**src/inc/swpg_pkg.sv**
```systemverilog
// Package of constants and types for the sleep, wake-up and power-gating controller
package swpg_pkg;
    // ---------------------------------------------------------------
    // Gated power domains
    // ---------------------------------------------------------------
    localparam int DOM_N = 14;
    localparam int DOM_PERIPH = 0;
    localparam int DOM_SLOW_MEM = 1;
    localparam int DOM_FAST_MEM = 2;
    localparam int DOM_DIG_CORE = 3;
    localparam int DOM_WIRELESS = 4;
    localparam int DOM_ROM = 5;
    localparam int DOM_SRAM0 = 6;
    localparam int SRAM_BANKS = 4;
    localparam int DOM_XTAL = 10;
    localparam int DOM_PLL = 11;
    localparam int DOM_OSC8M = 12;
    localparam int DOM_RADIO = 13;
    // Domains that live inside the digital core
    localparam logic [DOM_N-1:0] DOM_NESTED = 14'h03f0;
    // Default power per mode, before software overrides
    localparam logic [DOM_N-1:0] PWR_ACTIVE = 14'h3fff;
    localparam logic [DOM_N-1:0] PWR_MODEM = 14'h1fef;
    localparam logic [DOM_N-1:0] PWR_LIGHT = 14'h03ef;
    localparam logic [DOM_N-1:0] PWR_DEEP = 14'h0001;
    localparam logic [DOM_N-1:0] PWR_HIBER = 14'h0000;

    // ---------------------------------------------------------------
    // Wake sources (bit positions of the wake-enable bitmap)
    // ---------------------------------------------------------------
    localparam int WK_N = 11;
    localparam int WK_PAD = 0;
    localparam int WK_GROUP = 1;
    localparam int WK_GPIO = 2;
    localparam int WK_TIMER = 3;
    localparam int WK_SDIO = 4;
    localparam int WK_WIRELESS = 5;
    localparam int WK_UART0 = 6;
    localparam int WK_UART1 = 7;
    localparam int WK_TOUCH = 8;
    localparam int WK_ULP = 9;
    localparam int WK_BT = 10;
    localparam logic [WK_N-1:0] WK_OK_LIGHT = 11'h7ff;
    localparam logic [WK_N-1:0] WK_OK_DEEP = 11'h30f;
    localparam logic [WK_N-1:0] WK_OK_HIBER = 11'h00a;
    localparam logic [WK_N-1:0] WK_RADIO = 11'h420;

    // ---------------------------------------------------------------
    // Widths
    // ---------------------------------------------------------------
    localparam int PAD_N = 18;
    localparam int TIMER_W = 48;
    localparam int UART_CNT_W = 10;
    localparam int PERIOD_W = 16;
    localparam int PER_N = 3;
    localparam int PER_TOUCH = 0;
    localparam int PER_ULP = 1;
    localparam int PER_KEEP = 2;
    localparam int SYNC_W = 22;

    // ---------------------------------------------------------------
    // Power modes
    // ---------------------------------------------------------------
    typedef enum logic [2:0] {
        MODE_ACTIVE = 3'b000,
        MODE_MODEM = 3'b001,
        MODE_LIGHT = 3'b010,
        MODE_DEEP = 3'b011,
        MODE_HIBER = 3'b100
    } swpg_mode_e;
endpackage

```
**src/rtl/swpg_power_ctrl.sv**
```systemverilog
// Sleep mode sequencing, power-domain gating, wake-source evaluation and slow timer
`timescale 1ns/1ns
module swpg_power_ctrl import swpg_pkg::*; (
    input wire logic core_clk, // 50 MHz system clock
    input wire logic arst_n, // Power-up reset, active low
    input wire logic soft_rst, // System reset pulse, timer unaffected
    input wire logic slow_clk, // Slow low-power clock pin
    input wire logic sleep_req, // Pulse: enter sleep_mode
    input wire logic [2:0] sleep_mode, // Requested sleep mode
    input wire logic wake_req, // Pulse: software wake from modem sleep
    input wire logic [DOM_N-1:0] force_domain_on, // Per-domain force on
    input wire logic [DOM_N-1:0] force_domain_off, // Per-domain force off
    input wire logic [WK_N-1:0] wake_source_mask, // Wake-enable bitmap
    input wire logic [4:0] single_pad_select, // Pad watched by single-pad wake
    input wire logic single_pad_polarity, // 1 wakes on high level
    input wire logic [PAD_N-1:0] pad_group_mask, // Pads of the group wake
    input wire logic pad_group_polarity, // 1 any high, 0 all low
    input wire logic [PAD_N-1:0] rtc_pad, // Always-on pads
    input wire logic gpio_wake, // Low-power GPIO wake pin
    input wire logic sdio_cmd, // Pulse: SDIO command received
    input wire logic wireless_evt, // Pulse: wireless wake event
    input wire logic bt_evt, // Pulse: short-range radio wake event
    input wire logic [1:0] uart_rx, // UART receive pins
    input wire logic [UART_CNT_W-1:0] uart0_thresh, // UART0 pulse threshold
    input wire logic [UART_CNT_W-1:0] uart1_thresh, // UART1 pulse threshold
    input wire logic touch_evt, // Pulse: touch wake
    input wire logic ulp_evt, // Pulse: co-processor wake
    input wire logic [TIMER_W-1:0] timer_target, // Timer wake count
    input wire logic [PERIOD_W-1:0] touch_period, // Touch trigger period, 0 off
    input wire logic [PERIOD_W-1:0] ulp_period, // Co-processor trigger period, 0 off
    input wire logic [PERIOD_W-1:0] keepalive_period, // Radio keep-alive interval, 0 off
    output logic [DOM_N-1:0] domain_pwr, // Power enable per gated domain
    output logic core_always_on, // Always-on domain power
    output logic [2:0] power_mode, // Current mode
    output logic cpu_stall, // Processors stalled
    output logic dig_clk_gate, // Digital core clock gated
    output logic bb_clk_gate, // Baseband clock gated
    output logic rtc_low_volt, // Core supply lowered
    output logic [TIMER_W-1:0] timer_value, // Slow timer count
    output logic wake_pulse, // One-cycle wake event
    output logic [WK_N-1:0] wake_cause, // Sources that caused the last wake
    output logic touch_trig, // Periodic touch trigger pulse
    output logic ulp_trig // Periodic co-processor trigger pulse
);
    // ---------------------------------------------------------------
    // Reset release and pin synchronisers
    // ---------------------------------------------------------------
    logic [1:0] rst_sync_q;
    logic rst_n;
    logic [SYNC_W-1:0] meta_q, sync_q;
    logic [2:0] prev_q;
    logic [PAD_N-1:0] pad_s;
    logic gpio_s, tick, uart0_rise, uart1_rise;

    // Reset released through two flops, asserted at once
    always_ff @(posedge core_clk or negedge arst_n) begin
        if (!arst_n) begin
            rst_sync_q <= 2'h0;
        end else begin
            rst_sync_q <= {rst_sync_q[0], 1'b1};
        end
    end
    assign rst_n = rst_sync_q[1];

    // Pins pass two flops; edge history taken from the second only
    always_ff @(posedge core_clk or negedge rst_n) begin
        if (!rst_n) begin
            meta_q <= '0;
            sync_q <= '0;
            prev_q <= 3'h0;
        end else begin
            meta_q <= {rtc_pad, gpio_wake, uart_rx, slow_clk};
            sync_q <= meta_q;
            prev_q <= sync_q[2:0];
        end
    end
    assign pad_s = sync_q[21:4];
    assign gpio_s = sync_q[3];
    assign tick = sync_q[0] & ~prev_q[0];
    assign uart0_rise = sync_q[1] & ~prev_q[1];
    assign uart1_rise = sync_q[2] & ~prev_q[2];

    // ---------------------------------------------------------------
    // Slow timer
    // ---------------------------------------------------------------
    logic [TIMER_W-1:0] timer_q, timer_d;
    logic timer_hit_q, timer_hit_d;

    // Counts slow edges; soft reset and sleep never touch it
    always_comb begin
        timer_d = timer_q + {{(TIMER_W-1){1'b0}}, tick};
        timer_hit_d = (timer_q >= timer_target);
    end

    // Only the power-up reset clears the count
    always_ff @(posedge core_clk or negedge rst_n) begin
        if (!rst_n) begin
            timer_q <= '0;
            timer_hit_q <= 1'b0;
        end else begin
            timer_q <= timer_d;
            timer_hit_q <= timer_hit_d;
        end
    end

    // ---------------------------------------------------------------
    // Periodic triggers: touch, co-processor, radio keep-alive
    // ---------------------------------------------------------------
    swpg_mode_e mode_q, mode_d;
    logic [PER_N-1:0][PERIOD_W-1:0] per_cnt_q, per_cnt_d;
    logic [PER_N-1:0][PERIOD_W-1:0] period;
    logic [PER_N-1:0] per_run, per_fire_q, per_fire_d;
    logic radio_wake_en;

    assign period = {keepalive_period, ulp_period, touch_period};
    assign radio_wake_en = |(wake_source_mask & WK_RADIO);
    // Keep-alive only runs while light sleep holds a radio connection
    assign per_run = {(mode_q == MODE_LIGHT) && radio_wake_en, 2'b11};

    // Each counter fires once per period of slow ticks
    always_comb begin
        for (int i = 0; i < PER_N; i++) begin
            per_cnt_d[i] = per_cnt_q[i];
            per_fire_d[i] = 1'b0;
            if (!per_run[i] || period[i] == '0) begin
                per_cnt_d[i] = '0;
            end else if (tick) begin
                if (per_cnt_q[i] >= period[i] - 16'h1) begin
                    per_cnt_d[i] = '0;
                    per_fire_d[i] = 1'b1;
                end else begin
                    per_cnt_d[i] = per_cnt_q[i] + 16'h1;
                end
            end
        end
    end

    // Trigger counters
    always_ff @(posedge core_clk or negedge rst_n) begin
        if (!rst_n) begin
            per_cnt_q <= '0;
            per_fire_q <= '0;
        end else begin
            per_cnt_q <= per_cnt_d;
            per_fire_q <= per_fire_d;
        end
    end

    // ---------------------------------------------------------------
    // UART pulse counters
    // ---------------------------------------------------------------
    logic [UART_CNT_W-1:0] u0_cnt_q, u0_cnt_d, u1_cnt_q, u1_cnt_d;

    // Count only while asleep so stale traffic cannot cause a wake
    always_comb begin
        u0_cnt_d = u0_cnt_q;
        u1_cnt_d = u1_cnt_q;
        if (mode_q == MODE_ACTIVE) begin
            u0_cnt_d = '0;
            u1_cnt_d = '0;
        end else begin
            if (uart0_rise && u0_cnt_q != '1) begin
                u0_cnt_d = u0_cnt_q + 10'h1;
            end
            if (uart1_rise && u1_cnt_q != '1) begin
                u1_cnt_d = u1_cnt_q + 10'h1;
            end
        end
    end

    // Pulse counters
    always_ff @(posedge core_clk or negedge rst_n) begin
        if (!rst_n) begin
            u0_cnt_q <= '0;
            u1_cnt_q <= '0;
        end else begin
            u0_cnt_q <= u0_cnt_d;
            u1_cnt_q <= u1_cnt_d;
        end
    end

    // ---------------------------------------------------------------
    // Wake-source evaluation
    // ---------------------------------------------------------------
    logic [WK_N-1:0] src, allowed, wake_hits;
    logic pad_lvl, group_any_hi, group_all_lo;

    // Out-of-range pad selection never wakes
    assign pad_lvl = (single_pad_select < 5'(PAD_N)) ? pad_s[single_pad_select] : ~single_pad_polarity;
    assign group_any_hi = |(pad_s & pad_group_mask);
    assign group_all_lo = (pad_group_mask != '0) && ~|(pad_s & pad_group_mask);

    // Raw source levels, one bit per bitmap position
    always_comb begin
        src = '0;
        src[WK_PAD] = (pad_lvl == single_pad_polarity);
        src[WK_GROUP] = pad_group_polarity ? group_any_hi : group_all_lo;
        src[WK_GPIO] = gpio_s;
        src[WK_TIMER] = timer_hit_q;
        src[WK_SDIO] = sdio_cmd;
        src[WK_WIRELESS] = wireless_evt | per_fire_q[PER_KEEP];
        src[WK_UART0] = (u0_cnt_q > uart0_thresh);
        src[WK_UART1] = (u1_cnt_q > uart1_thresh);
        src[WK_TOUCH] = touch_evt;
        src[WK_ULP] = ulp_evt;
        src[WK_BT] = bt_evt | (per_fire_q[PER_KEEP] & wake_source_mask[WK_BT]);
        unique case (mode_q)
            MODE_DEEP: allowed = WK_OK_DEEP;
            MODE_HIBER: allowed = WK_OK_HIBER;
            MODE_ACTIVE: allowed = '0;
            default: allowed = WK_OK_LIGHT;
        endcase
        wake_hits = src & wake_source_mask & allowed;
    end

    // ---------------------------------------------------------------
    // Mode state machine and registered outputs
    // ---------------------------------------------------------------
    logic [DOM_N-1:0] pwr_q, pwr_d, dflt;
    logic wake_q, wake_d, stall_q, stall_d, gate_q, gate_d, bb_q, bb_d, lowv_q, lowv_d;
    logic [WK_N-1:0] cause_q, cause_d;

    // Next mode, then power and clock controls derived from it
    always_comb begin
        mode_d = mode_q;
        wake_d = 1'b0;
        cause_d = cause_q;
        if (mode_q == MODE_ACTIVE) begin
            if (sleep_req && sleep_mode >= 3'(MODE_MODEM) && sleep_mode <= 3'(MODE_HIBER)) begin
                mode_d = swpg_mode_e'(sleep_mode);
            end
        end else if (wake_hits != '0 || (mode_q == MODE_MODEM && wake_req)) begin
            mode_d = MODE_ACTIVE;
            wake_d = 1'b1;
            cause_d = wake_hits;
        end
        if (soft_rst) begin
            mode_d = MODE_ACTIVE;
            wake_d = 1'b0;
        end
        unique case (mode_d)
            MODE_ACTIVE: dflt = PWR_ACTIVE;
            MODE_MODEM: dflt = PWR_MODEM;
            MODE_LIGHT: dflt = PWR_LIGHT;
            MODE_DEEP: dflt = PWR_DEEP;
            MODE_HIBER: dflt = PWR_HIBER;
            default: dflt = PWR_ACTIVE;
        endcase
        // Independent per-bit override; force on beats force off
        pwr_d = (dflt & ~force_domain_off) | force_domain_on;
        // Nested domains cannot outlive the digital core
        if (!pwr_d[DOM_DIG_CORE]) begin
            pwr_d = pwr_d & ~DOM_NESTED;
        end
        stall_d = (mode_d != MODE_ACTIVE) && (mode_d != MODE_MODEM);
        gate_d = stall_d;
        bb_d = (mode_d != MODE_ACTIVE);
        lowv_d = (mode_d == MODE_DEEP) || (mode_d == MODE_HIBER);
    end

    // Reset lands in active mode with every domain on
    always_ff @(posedge core_clk or negedge rst_n) begin
        if (!rst_n) begin
            mode_q <= MODE_ACTIVE;
            pwr_q <= PWR_ACTIVE;
            wake_q <= 1'b0;
            cause_q <= '0;
            stall_q <= 1'b0;
            gate_q <= 1'b0;
            bb_q <= 1'b0;
            lowv_q <= 1'b0;
        end else begin
            mode_q <= mode_d;
            pwr_q <= pwr_d;
            wake_q <= wake_d;
            cause_q <= cause_d;
            stall_q <= stall_d;
            gate_q <= gate_d;
            bb_q <= bb_d;
            lowv_q <= lowv_d;
        end
    end

    // Output drive straight from flops; always-on domain has no override input
    logic aon_q;
    always_ff @(posedge core_clk or negedge rst_n) begin
        if (!rst_n) begin
            aon_q <= 1'b1;
        end else begin
            aon_q <= 1'b1;
        end
    end
    assign core_always_on = aon_q;
    assign domain_pwr = pwr_q;
    assign power_mode = mode_q;
    assign cpu_stall = stall_q;
    assign dig_clk_gate = gate_q;
    assign bb_clk_gate = bb_q;
    assign rtc_low_volt = lowv_q;
    assign timer_value = timer_q;
    assign wake_pulse = wake_q;
    assign wake_cause = cause_q;
    assign touch_trig = per_fire_q[PER_TOUCH];
    assign ulp_trig = per_fire_q[PER_ULP];
endmodule // swpg_power_ctrl

```
**config.mk**
```make
export PLATFORM = sky130hd
export DESIGN_NAME = swpg_power_ctrl
export DESIGN_NICKNAME = d
export VERILOG_FILES = /design/src/inc/swpg_pkg.sv /design/src/rtl/swpg_power_ctrl.sv
export SDC_FILE = /design/constraint.sdc
export NUM_CORES = 1
export LEC_CHECK = 0
export ABC_CLOCK_PERIOD_IN_PS = 5900
export BUFFER_PORTS_ARGS = -buffer_cell sky130_fd_sc_hd__buf_2
export CORE_MARGIN = 2
export CORE_UTILIZATION = 49
export DETAILED_ROUTE_END_ITERATION = 8
export GPL_ROUTABILITY_DRIVEN = 0
export PLACE_DENSITY = 0.77
export REMOVE_ABC_BUFFERS = 1
export SYNTH_ARGS = -nofsm -noshare
export SYNTH_HDL_FRONTEND = slang
export SYNTH_SLANG_ARGS = --single-unit
```
**constraint.sdc**
```tcl
create_clock -name core_clk -period 5.9 [get_ports core_clk]
set_input_delay 0.885 -clock core_clk [delete_from_list [all_inputs] [get_ports core_clk]]
set_output_delay 0.885 -clock core_clk [all_outputs]
set_load 0.02 [all_outputs]
```
==> impl_metrics.json, run 1 <==
{
  "yosysTopAreaCell": "dfrtp_1",
  "period_share": 0.743,
  "overflow": 0,
  "cts_hold_buf": 0,
  "synthMostInstantiatedCell": "dfrtp_1",
  "ant_nets": 0,
  "cts_setup_buffers": 0,
  "layout_min_cycle_time_ns": 4.39,
  "yosys-top-cells-count": "187 x dfrtp_1, 126 x ha_1, 117 x nand2_1",
  "timing.final.hold_violations": 0,
  "layout.cells.non_filler": 1920,
  "start_util": 0.499,
  "synth_edf_count": 0,
  "synth_area_per_cell_um2": 9.66,
  "dp_cells": 1867,
  "endpoint_kind": "flop",
  "avgRoutedWirePerCell_um": 16.4,
  "rsz0062_at_grt": "no",
  "yosysSeqAreaShare": 0.416,
  "drt_wl_total_mm": 31.5,
  "drive_above_1_share": 0.232,
  "vias_per_cell": 5.44,
  "placementRows": 57,
  "htree_levels": 1,
  "die-area_um2": 26000,
  "synth_top_cell_area_share": 0.386,
  "ir_drop_v": 0.000222,
  "grt_max_degree": 159,
  "finalSetupViolCount": 0,
  "worst_slew_pin_slew_ns": 1.03,
  "first_iter_violations": 686,
  "syn-instance-count": 1256,
  "cts.reportedPaths.clkPinSlew_ns": 0.06,
  "fillers": 2054,
  "p_leak_nw": 7.81,
  "clk_latency_ns": 0.50,
  "timing.rr.end": "timer_value[46]",
  "skew_ns": 0.0202,
  "path_cells": "buf_2 -> inv_1 -> ha_1 -> nor3b_1 -> nand2b_1 -> or3_1 -> nor4_1 -> xnor2_1 -> ha_1 -> a21o_1 -> a21o_1 -> a21o_1 -> a21o_1 -> a221o_1 -> a21oi_1 -> o31ai_1 -> buf_4 -> o311ai_0 -> o21a_1",
  "layout-area-overhead-vs-synth_pct": 21.5,
  "yosysUniqueCellTypes": 61,
  "grt_pass1_vias": 10300,
  "rr_worst_depth": 11,
  "reg2reg_slack_ns": 2.22,
  "maxSlewViolCount": 0,
  "outcome": "finished, final reports clean",
  "hpwl_mm": 24.7,
  "io_buffer_count": 297,
  "worst_ep_arrival_time_ns": 4.81,
  "drtPass1Iterations": 5,
  "synthArstFlopShare": 1.00,
  "cts_max_path_buffers": 3,
  "whs_ns": 0.177,
  "path_max_fanout": 12,
  "slowest_delay_ns": 0.40,
  "antenna_found_initial": 14,
  "ys_ff_latch": 201,
  "powerDensity_nw_per_um2": 232,
  "timing.fmax_mhz": 228,
  "timing.slew.headroom": 0.310,
  "synth_ff_type": "dfrtp_1",
  "core_area_um2": 24300,
  "yosysWarnings": 0,
  "layout.nets": 1908,
  "synth_area_leaders": "dfrtp_1 39%, ha_1 13%, xnor2_1 6.1%",
  "grt_pass1_wl_mm": 50.5,
  "die_w_um": 161,
  "cts.sinks": 201,
  "worstReg2RegStart": "prev_q[0]",
  "remaining_drc_errors": 0,
  "drv_cap": 0,
  "cts_tree": "done",
  "cp_common_cell": "a21o_1",
  "worstSetupPathType": "in -> reg",
  "dr_total_vias": 10400,
  "holdCritPathClass": "in -> async",
  "cts_buffers": 22,
  "syn_area_um2": 12100,
  "critPathLaunchType": "input pin",
  "cp.required_ns": 6.32,
  "gr-usage-all-layers": 0.239,
  "cts_root_buf": "clkbuf_16",
  "pin_count": 299,
  "cp_slowest_cell": "or3_1",
  "die_h_um": 161,
  "cts_resized": 0
}
## power breakdown
group | total, W | leakage, nW | switching [W] | internal, W
Sequential | 0.00157 | 2.61 | 0.0000964 | 0.00147
Clock | 0.00130 | 0.343 | 0.000534 | 0.000764
Combinational | 0.000559 | 4.85 | 0.000308 | 0.000251
## sequential cells by signal (all words and copies together), names as in the netlist, 2 cells and up
name,flops
domain_pwr,14
meta_q,22
per_cnt_q,48
per_fire_q,3
power_mode,3
prev_q,3
rst_sync_q,2
sync_q,22
timer_value,48
u0_cnt_q,10
u1_cnt_q,10
wake_cause,11
## through the flow
step            util  instance area [um2]  power (W)  worst slack (ns)  setup TNS (ns)
2_1_floorplan      -                12100    0.00191           -0.0914          -16.90
3_3_place_gp   0.576                14000    0.00213              1.27               0
3_5_place_dp   0.576                14000    0.00215              1.03               0
4_1_cts        0.605                14700    0.00346              1.53               0
5_1_grt        0.605                14700    0.00361              1.20               0
6_report       0.606                14700    0.00342              1.51               0
## worst max-delay path, delay by kind of cell
family          cells  cell delay [ns]
fa+ha+maj           2             0.43
buf+inv             3             0.39
simple gates        4             1.14
xor+xnor            1             0.16
compound gates      9             1.81
## metal layers
metal | share of wire | wire length [um] | track usage | vias up
li1 | - | - | - | 5061
met1 | 0.43 | 13600 | 0.304 | 4955
met2 | 0.47 | 14900 | 0.404 | 343
met3 | 0.055 | 1750 | 0.0383 | 75
met4 | 0.041 | 1280 | 0.102 | 4
met5 | 0.00095 | 30 | 0 | -
## worst max path at each step
stage | slack, ns | endpoint | startpoint
final | 1.51 | per_cnt_q[22] | ulp_period[0]
after floorplan | -0.09 | bb_clk_gate | rst_sync_q[1]
after global placement | 1.27 | per_cnt_q[22] | ulp_period[0]
after global routing | 1.20 | per_cnt_q[26] | ulp_period[0]
after CTS | 1.53 | per_cnt_q[22] | ulp_period[0]
after detailed placement | 1.03 | per_cnt_q[22] | ulp_period[0]
## cells in the final DEF, fill, tap and decap left out, types with 11 or more instances in the layout
master,Yosys,final
inv_1,109,109
nand3_1,48,48
diode_2,0,13
dfstp_2,14,14
nand4_1,35,35
o2111ai_1,11,11
nor2_1,114,114
nand2b_1,13,13
dfrtp_1,187,186
and3_1,29,29
nor4_1,15,15
xnor2_1,85,85
nand2_1,117,117
ha_1,126,126
and2_1,12,12
clkbuf_16,0,23
buf_2,1,297
a21o_1,46,46
and4_1,12,12
a21oi_1,21,21
nor3_1,26,25
o21ai_0,27,27
o211ai_1,15,15
xor2_1,49,49
## cell type report
cell class	count	area, um2	area share
Multi-Input combinational cell	930	6600	0.448
Sequential cell	201	5050	0.343
Timing Repair Buffer	303	1540	0.105
Clock buffer	33	653	0.0443
Inverter	109	409	0.0278
Tap cell	324	405	0.0275
Clock inverter	7	37.5	0.00255
Antenna cell	13	32.5	0.00221
## logic make-up (layout without fill, tap and decap cells)
family / Yosys count / count (layout) / synth area share
AO/OA/AOI/OAI: 198 / 198 / 0.118
XOR/XNOR: 134 / 134 / 0.0968
adder cells (fa/ha/maj): 126 / 126 / 0.130
buffers and inverters: 126 / 452 / 0.0403
flip-flops: 201 / 201 / 0.416
multiplexers: 11 / 11 / 0.0113
other: 1 / 15 / 0.000309
AND/OR/NAND/NOR: 459 / 459 / 0.187
Note: power is estimated with default switching activity, not from simulation.
==> inputs of run 2 (changes only) <==
ABC_CLOCK_PERIOD_IN_PS = 3740   (was 5900)
clock period = 3.74 ns   (was 5.9 ns; I/O delays follow)
==> run 2 against run 1 <==
Via count grew 2.0%; design area grew 3.7%; combinational power grew 65%; sequential power grew 57%; worst setup slack lost 1.4 ns; clock skew shrank 0.0099 ns; clock power grew 75%; global-route usage grew 0.14 points; critical path depth shrank 1; cell count grew 2.2%; total power grew 65%.
==> impl_metrics.json, run 2 (synthesized netlist as in run 1, its figures left out) <==
{
  "outcome": "finished, final reports clean",
  "path_cells": "buf_2 -> inv_2 -> ha_4 -> nor3b_4 -> nand2b_1 -> or3_4 -> nor4_4 -> xnor2_1 -> ha_1 -> a21o_1 -> a21o_1 -> a21o_1 -> a21o_1 -> a221o_1 -> a21oi_2 -> o31ai_4 -> o311ai_1 -> o21a_1",
  "core_area_um2": 24300,
  "worst_ep_arrival_time_ns": 4.06,
  "layout.nets": 1950,
  "ant_nets": 0,
  "grt_pass1_wl_mm": 50.7,
  "die-area_um2": 26000,
  "place_ws_ns": -0.628,
  "htree_levels": 1,
  "final_common_cell": "buf_2",
  "fillers": 2040,
  "pin_count": 299,
  "drv_cap": 0,
  "die_w_um": 161,
  "cp_common_cell": "a21o_1",
  "layout_min_cycle_time_ns": 3.64,
  "timing.final.hold_violations": 0,
  "cts_buffers": 23,
  "drive_above_1_share": 0.263,
  "worst_slew_pin_slew_ns": 0.767,
  "cp_slowest_cell": "or3_4",
  "path_buf_inv": 2,
  "remaining_drc_errors": 0,
  "cts.sinks": 201,
  "die_h_um": 161,
  "slowest_delay_ns": 0.40,
  "holdCritPathClass": "in -> reg",
  "whs_ns": 0.169,
  "design_area_um2": 15300,
  "clk_latency_ns": 0.49,
  "layout_common_cells": "297 x buf_2, 186 x dfrtp_1, 125 x ha_1",
  "gr-max-usage-layer": "met2",
  "grt_pass1_vias": 10300,
  "switchingPower_w": 0.00152,
  "hpwl_mm": 25.2,
  "timing.fmax_mhz": 275,
  "cp.required_ns": 4.16,
  "ir_drop_v": 0.000271,
  "placed_cell_area_um2": 14300,
  "worstSetupPathType": "in -> reg",
  "use_met1": 0.301,
  "maxSlewViolCount": 0,
  "antenna_found_initial": 15,
  "swShare": 0.268,
  "powerDensity_nw_per_um2": 371,
  "period_share": 0.974,
  "cts_max_path_buffers": 3,
  "p_int_w": 0.00415,
  "cts_tree": "done",
  "use_met2": 0.409,
  "cts_root_buf": "clkbuf_16",
  "fin_util": 0.628,
  "layout-area-overhead-vs-synth_pct": 25.9,
  "layout_setup_ws_ns": 0.0976,
  "cts.reportedPaths.clkPinSlew_ns": 0.06,
  "grt_max_degree": 63,
  "skew_ns": 0.0103,
  "finalSetupViolCount": 0,
  "avgRoutedWirePerCell_um": 16.3,
  "critPathLaunchType": "input pin",
  "dr_total_vias": 10700,
  "p_clk_frac": 0.401,
  "drtPass1Iterations": 5,
  "path_max_fanout": 5,
  "comb_power_share": 0.163,
  "drt_wl_total_mm": 31.9,
  "timing.slew.headroom": 0.475,
  "gr-usage-all-layers": 0.240,
  "rsz0062_at_grt": "yes",
  "start_util": 0.499,
  "grt_util_met3": 0.0467,
  "endpoint_kind": "flop",
  "vias_per_cell": 5.43,
  "seqPwrFrac": 0.436,
  "io_buffer_count": 297,
  "overflow": 0,
  "first_iter_violations": 593,
  "placementRows": 57,
  "critPathTopFamily": "compound AO/OA/AOI/OAI gates",
  "p_leak_nw": 8.08
}
-- run 2: cell types whose count changed in the layout (fill, tap and decap cells not counted), sizes merged --
| cell | change |
|---|---|
| a21bo | +1 |
| bufinv | +2 |
| buf | +39 |
| clkinvlp | -1 |
| inv | +1 |
| clkinv | -1 |
| diode | +1 |
| dlygate4sd3 | +1 |
-- run 2: layout make-up --
cell class	count	area [um2]	area share
diodes	14	35.0	0.00229
clock buffers	33	683	0.0447
clock inverters	8	97.6	0.00639
inverters	109	409	0.0268
multi-input cells	931	6740	0.441
flip-flops and latches	201	5050	0.331
well taps	324	405	0.0265
repair buffers	343	1850	0.121
-- run 2: path summary, 6_finish.rpt --
path	startpoint	to	slack, ns	depth (start not counted)
max	ulp_period[1]	per_cnt_q[26]	0.1	18
min reg2reg	meta_q[20]	sync_q[20]	0.34	0
min	gpio_wake	meta_q[3]	0.17	1
max reg2reg	sync_q[12]	domain_pwr[7]	0.38	9
min in group asynchronous	arst_n	rst_sync_q[1]	0.39	2
max in group asynchronous	rst_sync_q[1]	meta_q[2]	2.32	1
-- run 2: repair_timing --
item,4_1_cts,5_1_grt
setup buffers,0,3
cloned,0,2
endpoints found under the setup margin,15,15
resized for setup,2,28
endpoints found under the hold margin,2,0
pin swaps,0,19
hold buffers,1,0
-- run 2: through the flow --
stage | setup TNS [ns] | cells | power (W)
after detailed placement | -9.63 | 1902 | 0.00341
after global placement | -6.59 | 1902 | 0.00338
after floorplan | -428.85 | 1240 | 0.00301
after global routing | -0.370 | 1956 | 0.00595
final | 0 | 1963 | 0.00566
after CTS | 0 | 1944 | 0.00571
-- run 2: worst register-to-register path, stage by stage (launching register included) --
cell,delay [ns]
dfrtp_1,0.38
a22o_1,0.23
a221oi_1,0.24
nand4_1,0.18
o2111a_1,0.29
or3_4,0.41
o41a_1,0.43
or4_1,0.70
a31oi_4,0.35
nor2_1,0.09
-- run 2: layer usage --
metal  routed length [um]  share of wire
met4                 1180          0.037
met1                13100           0.41
met2                15600           0.49
met5                   43         0.0013
met3                 2030          0.064
-- run 2: power by group through the flow --
stage                     combinational (W)  clock, W  sequential (W)
after floorplan                    0.000439         0         0.00257
after global placement             0.000878         0         0.00250
after detailed placement           0.000905         0         0.00251
after CTS                          0.000915   0.00233         0.00247
after global routing                0.00104   0.00243         0.00249
final                              0.000923   0.00227         0.00247
